<file path="src/design/rtt_pkg.sv">
// package of register map, field layout and timing constants for the reload timer trio
package rtt_pkg;
   // ----------------------------------------
   // register byte offsets on the apb bus
   // ----------------------------------------
   localparam logic [7:0] OFF_MODE = 8'h00; // multi-mode timer mode register
   localparam logic [7:0] OFF_PRE_LATCH = 8'h04; // shared prescaler latch
   localparam logic [7:0] OFF_TX_LATCH = 8'h08; // multi-mode timer latch
   localparam logic [7:0] OFF_T1_LATCH = 8'h0c; // periodic timer 1 latch
   localparam logic [7:0] OFF_T2_LATCH = 8'h10; // periodic timer 2 latch
   localparam logic [7:0] OFF_TX_COUNT = 8'h14; // multi-mode counter, read only
   localparam logic [7:0] OFF_T1_COUNT = 8'h18; // periodic counter 1, read only
   localparam logic [7:0] OFF_T2_COUNT = 8'h1c; // periodic counter 2, read only
   localparam logic [7:0] OFF_IRQ_STAT = 8'h20; // sticky requests, write one to clear
   localparam logic [7:0] OFF_IRQ_MASK = 8'h24; // interrupt enables
   // ----------------------------------------
   // mode register fields
   // ----------------------------------------
   localparam int MODE_LO = 0; // operating mode, two bits
   localparam int MODE_W = 2;
   localparam int EDGE_BIT = 2; // active-edge select
   localparam int SRC_BIT = 3; // timer-mode source: 0 prescaler out, 1 clock/16
   localparam int STOP_BIT = 4; // count stop
   localparam int MODE_REG_W = 5;
   localparam logic [1:0] MODE_TIMER = 2'h0;
   localparam logic [1:0] MODE_PULSE = 2'h1;
   localparam logic [1:0] MODE_EVENT = 2'h2;
   localparam logic [1:0] MODE_WIDTH = 2'h3;
   // ----------------------------------------
   // interrupt bits
   // ----------------------------------------
   localparam int IRQ_TX = 0; // multi-mode timer underflow
   localparam int IRQ_T1 = 1; // periodic timer 1 underflow
   localparam int IRQ_T2 = 2; // periodic timer 2 underflow
   localparam int IRQ_PIN = 3; // active edge on timer pin
   localparam int IRQ_W = 4;
   // ----------------------------------------
   // widths, reset values, timing
   // ----------------------------------------
   localparam int CNT_W = 8;
   localparam logic [7:0] LATCH_RST = 8'hff;
   localparam int SYS_DIV = 16; // fixed divide of the system clock
   localparam logic [3:0] DIV_LAST = 4'(SYS_DIV - 1);
endpackage

</file>
<file path="src/design/rtt_top.sv">
// reload timer trio: prescaler, two periodic timers and a multi-mode timer behind apb
// Notes on behaviour
// [RULE_01] each counter divides by latch plus one
// [RULE_02] count down, reload on underflow, continue
// [RULE_03] underflow sets that timer's request bit
// [RULE_04] prescaler on clock/16 feeds timers 1, 2
// [RULE_05] multi-mode timer has four operating modes
// [RULE_06] timer mode counts the selected source
// [RULE_07] pulse mode counts clock/16, toggles at zero
// [RULE_08] pulse output starts high if edge zero
// [RULE_09] software sets pin direction to output first
// [RULE_10] event mode counts chosen pin edges
// [RULE_11] width mode counts clock/16 during pin level
// [RULE_12] stop bit halts counting in every mode
// [RULE_13] active pin edge raises pin request
// [RULE_14] software masks before changing edge select
// [RULE_15] clearing stop resumes without reloading
//
// The implementer's own choices: the register offsets and the APB interface to the registers.
`timescale 1ns/1ps
module rtt_top (
   input wire logic clk,
   input wire logic rst,
   input wire logic psel,
   input wire logic penable,
   input wire logic pwrite,
   input wire logic [7:0] paddr,
   input wire logic [31:0] pwdata,
   output logic [31:0] prdata,
   output logic pready,
   output logic pslverr,
   input wire logic timer_event_pin_in,
   output logic timer_event_pin_out,
   output logic timer_event_pin_oe_n,
   output logic irq
);
   // ----------------------------------------
   // registers and state
   // ----------------------------------------
   logic [4:0] mode_reg, mode_next; // mode, edge, source, stop
   logic [7:0] pre_latch_reg, pre_latch_next;
   logic [7:0] latch_reg [3];  // 0 multi-mode, 1 timer1, 2 timer2
   logic [7:0] latch_next [3];
   logic [7:0] cnt_reg [3]; // down counters
   logic [7:0] cnt_next [3];
   logic [7:0] pre_cnt_reg, pre_cnt_next; // prescaler counter
   logic [3:0] div_reg, div_next; // clock/16 divider
   logic [3:0] stat_reg, stat_next; // sticky requests
   logic [3:0] mask_reg, mask_next;
   logic [31:0] prdata_next;
   logic pready_next, pslverr_next, irq_next;
   logic pin_out_reg, pin_out_next; // pulse output level
   logic pin_s1_reg, pin_s2_reg, pin_s3_reg; // synchroniser and edge history
   logic div_tick; // one-cycle clock/16 enable
   logic pre_tick; // prescaler underflow pulse
   logic [2:0] tick; // count pulse per timer
   logic [2:0] uflow; // underflow per timer
   logic pin_rise, pin_fall, pin_edge;
   logic wr_en, rd_en;
   logic [1:0] mode;
   logic edge_sel;

   // decode one register offset against the current address
   function automatic logic hit(input logic [7:0] a, input logic [7:0] off);
      return a == off;
   endfunction

   assign wr_en = psel && penable && pwrite && !pready;
   assign rd_en = psel && penable && !pwrite && !pready;
   assign mode = mode_reg[rtt_pkg::MODE_LO +: rtt_pkg::MODE_W];
   assign edge_sel = mode_reg[rtt_pkg::EDGE_BIT];

   // ----------------------------------------
   // pin synchroniser, stage one read only by stage two
   // ----------------------------------------
   always_ff @(posedge clk) begin
      if (rst) begin
         pin_s1_reg <= 1'b0;
         pin_s2_reg <= 1'b0;
         pin_s3_reg <= 1'b0;
      end else begin
         pin_s1_reg <= timer_event_pin_in;
         pin_s2_reg <= pin_s1_reg;
         pin_s3_reg <= pin_s2_reg;
      end
   end
   assign pin_rise = pin_s2_reg && !pin_s3_reg;
   assign pin_fall = !pin_s2_reg && pin_s3_reg;
   assign pin_edge = edge_sel ? pin_fall : pin_rise; // RULE_13

   // ----------------------------------------
   // count pulses for prescaler and timers
   // ----------------------------------------
   always_comb begin
      div_tick = (div_reg == rtt_pkg::DIV_LAST); // RULE_04
      pre_tick = div_tick && (pre_cnt_reg == 8'h00); // RULE_01
      tick[1] = pre_tick; // RULE_04
      tick[2] = pre_tick;
      // multi-mode timer source chosen by mode
      case (mode) // RULE_05
         rtt_pkg::MODE_TIMER: tick[0] = mode_reg[rtt_pkg::SRC_BIT] ? div_tick : pre_tick; // RULE_06
         rtt_pkg::MODE_PULSE: tick[0] = div_tick; // RULE_07
         rtt_pkg::MODE_EVENT: tick[0] = pin_edge; // RULE_10
         rtt_pkg::MODE_WIDTH: tick[0] = div_tick && (pin_s2_reg != edge_sel); // RULE_11
         default: tick[0] = 1'b0;
      endcase
      if (mode_reg[rtt_pkg::STOP_BIT]) begin
         tick[0] = 1'b0; // RULE_12
      end
   end

   // ----------------------------------------
   // counters: next values
   // ----------------------------------------
   always_comb begin
      div_next = div_reg + 4'h1;
      pre_cnt_next = pre_cnt_reg;
      if (div_tick) begin
         pre_cnt_next = (pre_cnt_reg == 8'h00) ? pre_latch_reg : pre_cnt_reg - 8'h01; // RULE_01
      end
   end

   // one reloading down counter per timer
   generate
      for (genvar i = 0; i < 3; i++) begin : g_tmr
         assign uflow[i] = tick[i] && (cnt_reg[i] == 8'h00); // RULE_02
         always_comb begin
            cnt_next[i] = cnt_reg[i]; // held while stopped, RULE_15
            if (tick[i]) begin
               cnt_next[i] = uflow[i] ? latch_reg[i] : cnt_reg[i] - 8'h01; // RULE_02
            end
         end
         always_ff @(posedge clk) begin
            if (rst) begin
               cnt_reg[i] <= rtt_pkg::LATCH_RST;
               latch_reg[i] <= rtt_pkg::LATCH_RST;
            end else begin
               cnt_reg[i] <= cnt_next[i];
               latch_reg[i] <= latch_next[i];
            end
         end
      end
   endgenerate

   // ----------------------------------------
   // register writes, status and pulse output
   // ----------------------------------------
   always_comb begin
      mode_next = mode_reg;
      pre_latch_next = pre_latch_reg;
      latch_next = latch_reg;
      mask_next = mask_reg;
      pin_out_next = pin_out_reg;
      stat_next = stat_reg;
      if (wr_en) begin
         if (hit(paddr, rtt_pkg::OFF_MODE)) begin
            mode_next = pwdata[rtt_pkg::MODE_REG_W-1:0];
         end
         if (hit(paddr, rtt_pkg::OFF_PRE_LATCH)) begin
            pre_latch_next = pwdata[7:0];
         end
         if (hit(paddr, rtt_pkg::OFF_TX_LATCH)) begin
            latch_next[0] = pwdata[7:0];
         end
         if (hit(paddr, rtt_pkg::OFF_T1_LATCH)) begin
            latch_next[1] = pwdata[7:0];
         end
         if (hit(paddr, rtt_pkg::OFF_T2_LATCH)) begin
            latch_next[2] = pwdata[7:0];
         end
         if (hit(paddr, rtt_pkg::OFF_IRQ_MASK)) begin
            mask_next = pwdata[3:0];
         end
         if (hit(paddr, rtt_pkg::OFF_IRQ_STAT)) begin
            stat_next = stat_reg & ~pwdata[3:0]; // write one clears
         end
      end
      // events set after the clear so a same-cycle set wins
      stat_next[rtt_pkg::IRQ_TX] = stat_next[rtt_pkg::IRQ_TX] | uflow[0]; // RULE_03
      stat_next[rtt_pkg::IRQ_T1] = stat_next[rtt_pkg::IRQ_T1] | uflow[1]; // RULE_03
      stat_next[rtt_pkg::IRQ_T2] = stat_next[rtt_pkg::IRQ_T2] | uflow[2]; // RULE_03
      stat_next[rtt_pkg::IRQ_PIN] = stat_next[rtt_pkg::IRQ_PIN] | pin_edge; // RULE_13
      // pulse output: preset level on mode write, toggle when count reaches zero
      if (mode != rtt_pkg::MODE_PULSE || (wr_en && hit(paddr, rtt_pkg::OFF_MODE))) begin
         pin_out_next = !mode_next[rtt_pkg::EDGE_BIT]; // RULE_08
      end else if (tick[0] && cnt_next[0] == 8'h00) begin
         pin_out_next = !pin_out_reg; // RULE_07
      end
      irq_next = |(stat_next & mask_next);
   end

   // ----------------------------------------
   // apb read path and ready
   // ----------------------------------------
   always_comb begin
      prdata_next = 32'h0000_0000;
      pslverr_next = 1'b0;
      pready_next = psel && penable && !pready;
      if (rd_en || wr_en) begin
         case (paddr)
            rtt_pkg::OFF_MODE: prdata_next = {27'h0, mode_reg};
            rtt_pkg::OFF_PRE_LATCH: prdata_next = {24'h0, pre_latch_reg};
            rtt_pkg::OFF_TX_LATCH: prdata_next = {24'h0, latch_reg[0]};
            rtt_pkg::OFF_T1_LATCH: prdata_next = {24'h0, latch_reg[1]};
            rtt_pkg::OFF_T2_LATCH: prdata_next = {24'h0, latch_reg[2]};
            rtt_pkg::OFF_TX_COUNT: prdata_next = {24'h0, cnt_reg[0]};
            rtt_pkg::OFF_T1_COUNT: prdata_next = {24'h0, cnt_reg[1]};
            rtt_pkg::OFF_T2_COUNT: prdata_next = {24'h0, cnt_reg[2]};
            rtt_pkg::OFF_IRQ_STAT: prdata_next = {28'h0, stat_reg};
            rtt_pkg::OFF_IRQ_MASK: prdata_next = {28'h0, mask_reg};
            default: pslverr_next = 1'b1; // unmapped address
         endcase
         if (!rd_en) begin
            prdata_next = 32'h0000_0000;
         end
      end
   end

   // ----------------------------------------
   // state registers
   // ----------------------------------------
   always_ff @(posedge clk) begin
      if (rst) begin
         mode_reg <= 5'h00;
         pre_latch_reg <= rtt_pkg::LATCH_RST;
         pre_cnt_reg <= rtt_pkg::LATCH_RST;
         div_reg <= 4'h0;
         stat_reg <= 4'h0;
         mask_reg <= 4'h0;
         pin_out_reg <= 1'b1;
         prdata <= 32'h0000_0000;
         pready <= 1'b0;
         pslverr <= 1'b0;
         irq <= 1'b0;
         timer_event_pin_out <= 1'b1;
         timer_event_pin_oe_n <= 1'b1;
      end else begin
         mode_reg <= mode_next;
         pre_latch_reg <= pre_latch_next;
         pre_cnt_reg <= pre_cnt_next;
         div_reg <= div_next;
         stat_reg <= stat_next;
         mask_reg <= mask_next;
         pin_out_reg <= pin_out_next;
         prdata <= prdata_next;
         pready <= pready_next;
         pslverr <= pslverr_next;
         irq <= irq_next;
         timer_event_pin_out <= pin_out_next;
         timer_event_pin_oe_n <= mode_next[rtt_pkg::MODE_LO +: rtt_pkg::MODE_W]
            != rtt_pkg::MODE_PULSE; // pin driven only in pulse mode, RULE_09
      end
   end
endmodule

</file>
<file path="config.mk">
export PLATFORM = sky130hd
export DESIGN_NAME = rtt_top
export DESIGN_NICKNAME = d
export VERILOG_FILES = /design/src/design/rtt_pkg.sv /design/src/design/rtt_top.sv
export SDC_FILE = /design/constraint.sdc
export NUM_CORES = 1
export LEC_CHECK = 0
export ABC_CLOCK_PERIOD_IN_PS = 3600
export BUFFER_PORTS_ARGS = -buffer_cell sky130_fd_sc_hd__buf_2
export CORE_MARGIN = 3
export CORE_UTILIZATION = 40
export CTS_CLUSTER_SIZE = 14
export DETAILED_ROUTE_END_ITERATION = 7
export HOLD_SLACK_MARGIN = 0.02
export SYNTH_ARGS = -nofsm -noshare
export SYNTH_HDL_FRONTEND = slang
export SYNTH_SLANG_ARGS = --single-unit
</file>
<file path="constraint.sdc">
create_clock -name clk -period 3.6 [get_ports clk]
set_clock_uncertainty 0.2 [all_clocks]
set_input_delay 0.36 -clock clk [delete_from_list [all_inputs] [get_ports clk]]
set_output_delay 0.36 -clock clk [all_outputs]
set_load 0.01 [all_outputs]
</file>
After elaboration in Yosys (flattened, before gate mapping)

Memory sizes are Yosys's and may differ from the RTL's.
Index checks and enable logic that the tools add are counted.

Word-level logic and storage cells: 120
Latch bits: 0
Input bits: 46
Output and inout port bits: 37
Memories kept: 1
Memory bits (writable): 24
Register bits after elaboration: 97
ROM bits: 0

Memory list:

| name    | words | width | read ports | clocked after memory_dff | wr ports | RTL line      | source |
|---|---|---|---|---|---|---|---|
| cnt_reg | 3     | 8     | 3          | 0                        | 3        | rtt_top.sv:44 | `logic [7:0] cnt_reg [3];` |

Bitwise operators: 12
$add $sub $neg: 5
Div/mod/pow operators: 0
$lt $le $gt $ge: 0
Multiplexer cells: 27
Multiply operators: 0
Shift-type cells: 0
Reduce and logical (&&, ||, !) cells: 40
Equal/unequal tests: 16

Operators with widths:

| operator            | count |
|---|---|
| $mux 8              | 10 |
| $pmux 8 s10         | 1 |
| $logic_not 8->1     | 6 |
| $eq 8x5->1 const B  | 4 |
| $sub 8x1->8 const B | 4 |
| $eq 8x4->1 const B  | 2 |
| $eq 8x6->1 const B  | 2 |
| $mux 4              | 4 |
| $logic_and 1x1->1   | 15 |
| $reduce_and 2->1    | 5 |
| $reduce_or 10->1    | 1 |
| $mux 1              | 9 |
| $and 4x4->4         | 2 |
| $eq 8x3->1 const B  | 1 |
| $or 1x1->1          | 7 |
| $logic_not 1->1     | 6 |
| $mux 3              | 2 |
| $add 4x1->4 const B | 1 |
| $eq 2x2->1 const B  | 2 |
| $eq 4x4->1 const B  | 1 |
| $ne 2x1->1 const B  | 2 |
| $not 4->4           | 1 |
| $pmux 1 s4          | 1 |
| $reduce_or 4->1     | 1 |
| 8 further kinds     | 10 |

Depth between registers and ports, before layout

Depth after elaboration: 12
Gate-level depth with buffers: 12
Gate-level depth less buffers: 9

Worst setup path after synthesis

OpenSTA, ideal clock, no wires.

Kind: reg-to-reg
Start: memory cnt_reg[0][0]
End: register pin_out_reg
Arrival: 2.372 ns
Stages on the path, launching flop included: 11
Period minus slack after synthesis: 2.635 ns
Path slack: 0.965 ns
Required time: 3.336 ns
Cells stage by stage: dfxtp_1 -> buf_2 -> inv_1 -> ha_1 -> nor4b_1 -> nand2_1 -> mux2_2 -> a2111oi_2 -> o311ai_1 -> mux2_1 -> nand4_1

RTL lines:

| what                 | RTL line       | source |
|---|---|---|
| start, declared      | rtt_top.sv:44  |  |
| end signal, assigned | rtt_top.sv:244 | `pin_out_reg <= pin_out_next;` |
| end, declared        | rtt_top.sv:52  | `logic pin_out_reg, pin_out_next;` |

==> impl_metrics.csv <==
group,metric,value,unit
grt,globalRouteOverflowTotal,0,
timing,max-slew-margin-rel,28.2,%
grt,antenna_violations_before_repair,0,
logic_synthesis,post_synth_main_area_contributors,"sky130_fd_sc_hd__dfxtp_1, sky130_fd_sc_hd__nand2_1, sky130_fd_sc_hd__nor2_1",
floorplan,initial_utilization,41.7,%
routing,num_vias,4619,
cts,worstSkewPairLatency,0.34,ns
timing,final_hold_viol_count,0,
run_status,status,"complete, no violations",
logic_synthesis,synth_seq_area_share,39.9,%
critical_path,required,3.69,ns
logic_synthesis,ys_top_cells_by_count,"sky130_fd_sc_hd__nand2_1, sky130_fd_sc_hd__dfxtp_1, sky130_fd_sc_hd__nor2_1",
place,gp_routability_congestion,0.938,
cells_and_area,fin_area,5430,um2
cts,post-cts-setup-buffers,0,
cts,clock_sink_count,97,
routing,dr.pass1.iters,5,
cells_and_area,design.final.nets,684,
timing,maxClockFrequency,328,MHz
cts,tritoncts,"done",
logic_synthesis,asyncSetResetFlopFracSynth,0,%
floorplan,die_w,116,um
power,power.share.clock,46.5,%
cts,max-clock-path-buffers,2,
critical_path,ff2ff_setup_slack,0.55,ns
power,leakagePower,2.17,nW
critical_path,critPathMaxFanout,9,
cts,cts_made_buffers,9,
grt,pin_count_of_the_biggest_net_entering_global_routing,38,
logic_synthesis,synth_adder_area_share,1.54,%
routing,m1WireLength,6350,um
cells_and_area,antenna_diodes,0,
routing,ant_nets,0,
timing,layout_worst_path_cycle_share,84.6,%
floorplan,floorplan.io_pins,83,
floorplan,fp.dieH,116,um
routing,dr_wl_cell,18.5,um
timing,setup_total_negative_slack,0,ns
floorplan,placementRows,39,
power,peakVddDrop,0.322,mV
logic_synthesis,synth_top_area_share,39.9,%
critical_path,cpPeakStageDelay,0.56,ns
cts,cts_resized,0,
logic_synthesis,yosys_most_used_dff,"sky130_fd_sc_hd__dfxtp_1",
logic_synthesis,synth_most_common_cell,"sky130_fd_sc_hd__nand2_1",
logic_synthesis,synth_xor_xnor_area_share,0.360,%
cells_and_area,final_layout_size_suffix_gt1_share,12.7,%
place,place_area,5110,um2
grt,grt_pass1_wl,22900,um
logic_synthesis,synth-seq-cells,97,
power,internal-power,1.71,mW
cts,cts_htree_levels,3,
place,post-dp-hpwl,10600,um
logic_synthesis,synthesis.instances,602,
critical_path,worst-setup-path-type,"flip-flop to flip-flop",
logic_synthesis,synth_largest_area_cell,"sky130_fd_sc_hd__dfxtp_1",
routing,route.met2.wl,6610,um
critical_path,path_cells,"inv_1, ha_1, nand2b_1, nor3_2, or4_1, a2111oi_2, o311ai_1, mux2_1, nand4_1",
min_path,hold_path_class,"input pin to flip-flop",
logic_synthesis,cell_area_after_technology_mapping,4870,um2
routing,maxUsedRoutingLayer,"met4",
cts,hold_buffers,1,
logic_synthesis,synth-warning-count,0,
grt,first_global_vias,4191,
critical_path,cpLargestDelayFamily,"simple AND/OR/NAND/NOR gates",
cts,clkSlewWorstSetupHoldPaths,0.07,ns
floorplan,fp.dieArea,13500,um2
routing,detailedRoute.firstIterationViolations,471,
critical_path,worst_setup_path_end_kind,"flip-flop",
timing,post-route-worst-setup-slack,0.554,ns
power,p_sw,0.470,mW
logic_synthesis,yosysUniqueCellTypes,70,
logic_synthesis,synth-edff-count,0,
cells_and_area,area_growth_syn_to_layout,11.6,%
timing,min_period,3.05,ns
critical_path,crit_slowest_cell,"sky130_fd_sc_hd__or4_1",
power,power.share.combinational,3.8,%
power,power_switching_share,21.6,%
logic_synthesis,syn-mean-instance-area,8.08,um2
logic_synthesis,dominant_combinational_cell_family_by_area_after_synthesis,"simple AND/OR/NAND/NOR gates",
critical_path,worstRegToRegCells,9,
cts,clock_tree.root_cell,"sky130_fd_sc_hd__clkbuf_16",
routing,drt_drc_violations_left,0,
critical_path,combined_buffer_and_inverter_count_along_the_critical_path,1,
logic_synthesis,post_synth_mux_area_share,3.98,%
logic_synthesis,synth_compound_gate_area_share,19.9,%
critical_path,startpoint_type,"flip-flop",
place,numPortBuffers,34,
timing,number_of_setup_violations_in_the_final_report,0,
floorplan,core-area,11700,um2
min_path,min_delay_path_depth,3,
routing,routed_wirelength,14400,um
timing,worst_max_slew_pin_slew,1.07,ns
routing,met3_wirelength,1220,um
timing,rsz0062_at_grt,"no",
timing,slew_violations,0,
logic_synthesis,simple_logic_cell_fraction_of_the_synthesized_area,26.4,%
grt,globalRouteTotalUtil,22.1,%
routing,vias_per_cell,5.92,
critical_path,cp.depth,9,
place,detailedPlace.worstSlack,0.597,ns
critical_path,worst_ep_arrival_time,3.14,ns
job,timing.max_cap.violations,0,
power,power_frac_seq,49.6,%
power,power_density,402,nW/um2
-- per-stage QoR --
stage          hold slack, ns  util, %  instances  power (mW)
6_report               0.0802     46.6        780        2.18
5_1_grt                0.0998     46.6        780        2.26
4_1_cts                0.0803     46.6        780        2.20
3_5_place_dp            0.221     43.8        763        1.19
3_3_place_gp            0.226     43.8        763        1.19
2_1_floorplan           0.214        -        625        1.17
-- routing by layer --
metal,up-vias,track usage [%]
li1,2184,-
met1,2207,31.1
met2,204,33.9
met3,24,4.61
met4,0,6.81
met5,-,0
-- kinds of logic after synthesis --
group                      Yosys count
and+or+nand+nor                    266
AOI/OAI and AO/OA                  137
DFF                                 97
buffers and inverters               74
muxes                               19
adders and majority gates            6
xor gates and xnor gates             2
other                                1
-- worst reg2reg max path, stage by stage (launching register included) --
cell	delay, ns
sky130_fd_sc_hd__dfxtp_1	0.53
sky130_fd_sc_hd__inv_1	0.17
sky130_fd_sc_hd__ha_1	0.27
sky130_fd_sc_hd__nand2b_1	0.14
sky130_fd_sc_hd__nor3_2	0.10
sky130_fd_sc_hd__or4_1	0.56
sky130_fd_sc_hd__a2111oi_2	0.37
sky130_fd_sc_hd__o311ai_1	0.21
sky130_fd_sc_hd__mux2_1	0.36
sky130_fd_sc_hd__nand4_1	0.09
-- worst paths after layout --
path	start	to
worst min register to register	pin_s1_reg	pin_s2_reg
worst min-delay path	pwdata[5]	latch_reg[5]
worst max register to register	cnt_reg[0][0]	pin_out_reg
worst max-delay path	cnt_reg[0][0]	pin_out_reg
-- cell type report --
class / instances / area [um2]
clock buffer: 11 / 233
clock inverter: 5 / 80.1
fill: 1148 / 6230
inverter: 20 / 75.1
multi-input combinational: 454 / 2630
sequential: 97 / 1940
tap: 143 / 179
timing repair buffer: 50 / 293
-- cells in the final DEF, fill, tap and decap left out, types with 7 or more instances in the layout --
master / n
sky130_fd_sc_hd__nand2_1: 109
sky130_fd_sc_hd__dfxtp_1: 97
sky130_fd_sc_hd__nor2_1: 49
sky130_fd_sc_hd__buf_2: 34
sky130_fd_sc_hd__nand3_1: 33
sky130_fd_sc_hd__a21oi_1: 26
sky130_fd_sc_hd__conb_1: 24
sky130_fd_sc_hd__inv_1: 19
sky130_fd_sc_hd__nor3_1: 18
sky130_fd_sc_hd__o21ai_0: 18
sky130_fd_sc_hd__mux2i_1: 16
sky130_fd_sc_hd__buf_4: 15
sky130_fd_sc_hd__a22oi_1: 13
sky130_fd_sc_hd__o211ai_1: 12
sky130_fd_sc_hd__a31oi_1: 9
sky130_fd_sc_hd__clkbuf_16: 9
sky130_fd_sc_hd__nor2b_1: 8
sky130_fd_sc_hd__a22o_1: 8
sky130_fd_sc_hd__a221oi_1: 8
sky130_fd_sc_hd__or4_1: 7
sky130_fd_sc_hd__o31ai_1: 7
sky130_fd_sc_hd__o22ai_1: 7
-- power groups by stage --
stage | logic, mW | clock network [mW] | registers (mW)
global route | 0.0919 | 1.08 | 1.08
global placement | 0.0791 | 0 | 1.11
floorplan | 0.0656 | 0 | 1.11
detailed placement | 0.0809 | 0 | 1.11
finish | 0.0835 | 1.01 | 1.08
CTS | 0.0821 | 1.03 | 1.08
Power figures use the tool's default switching activity.
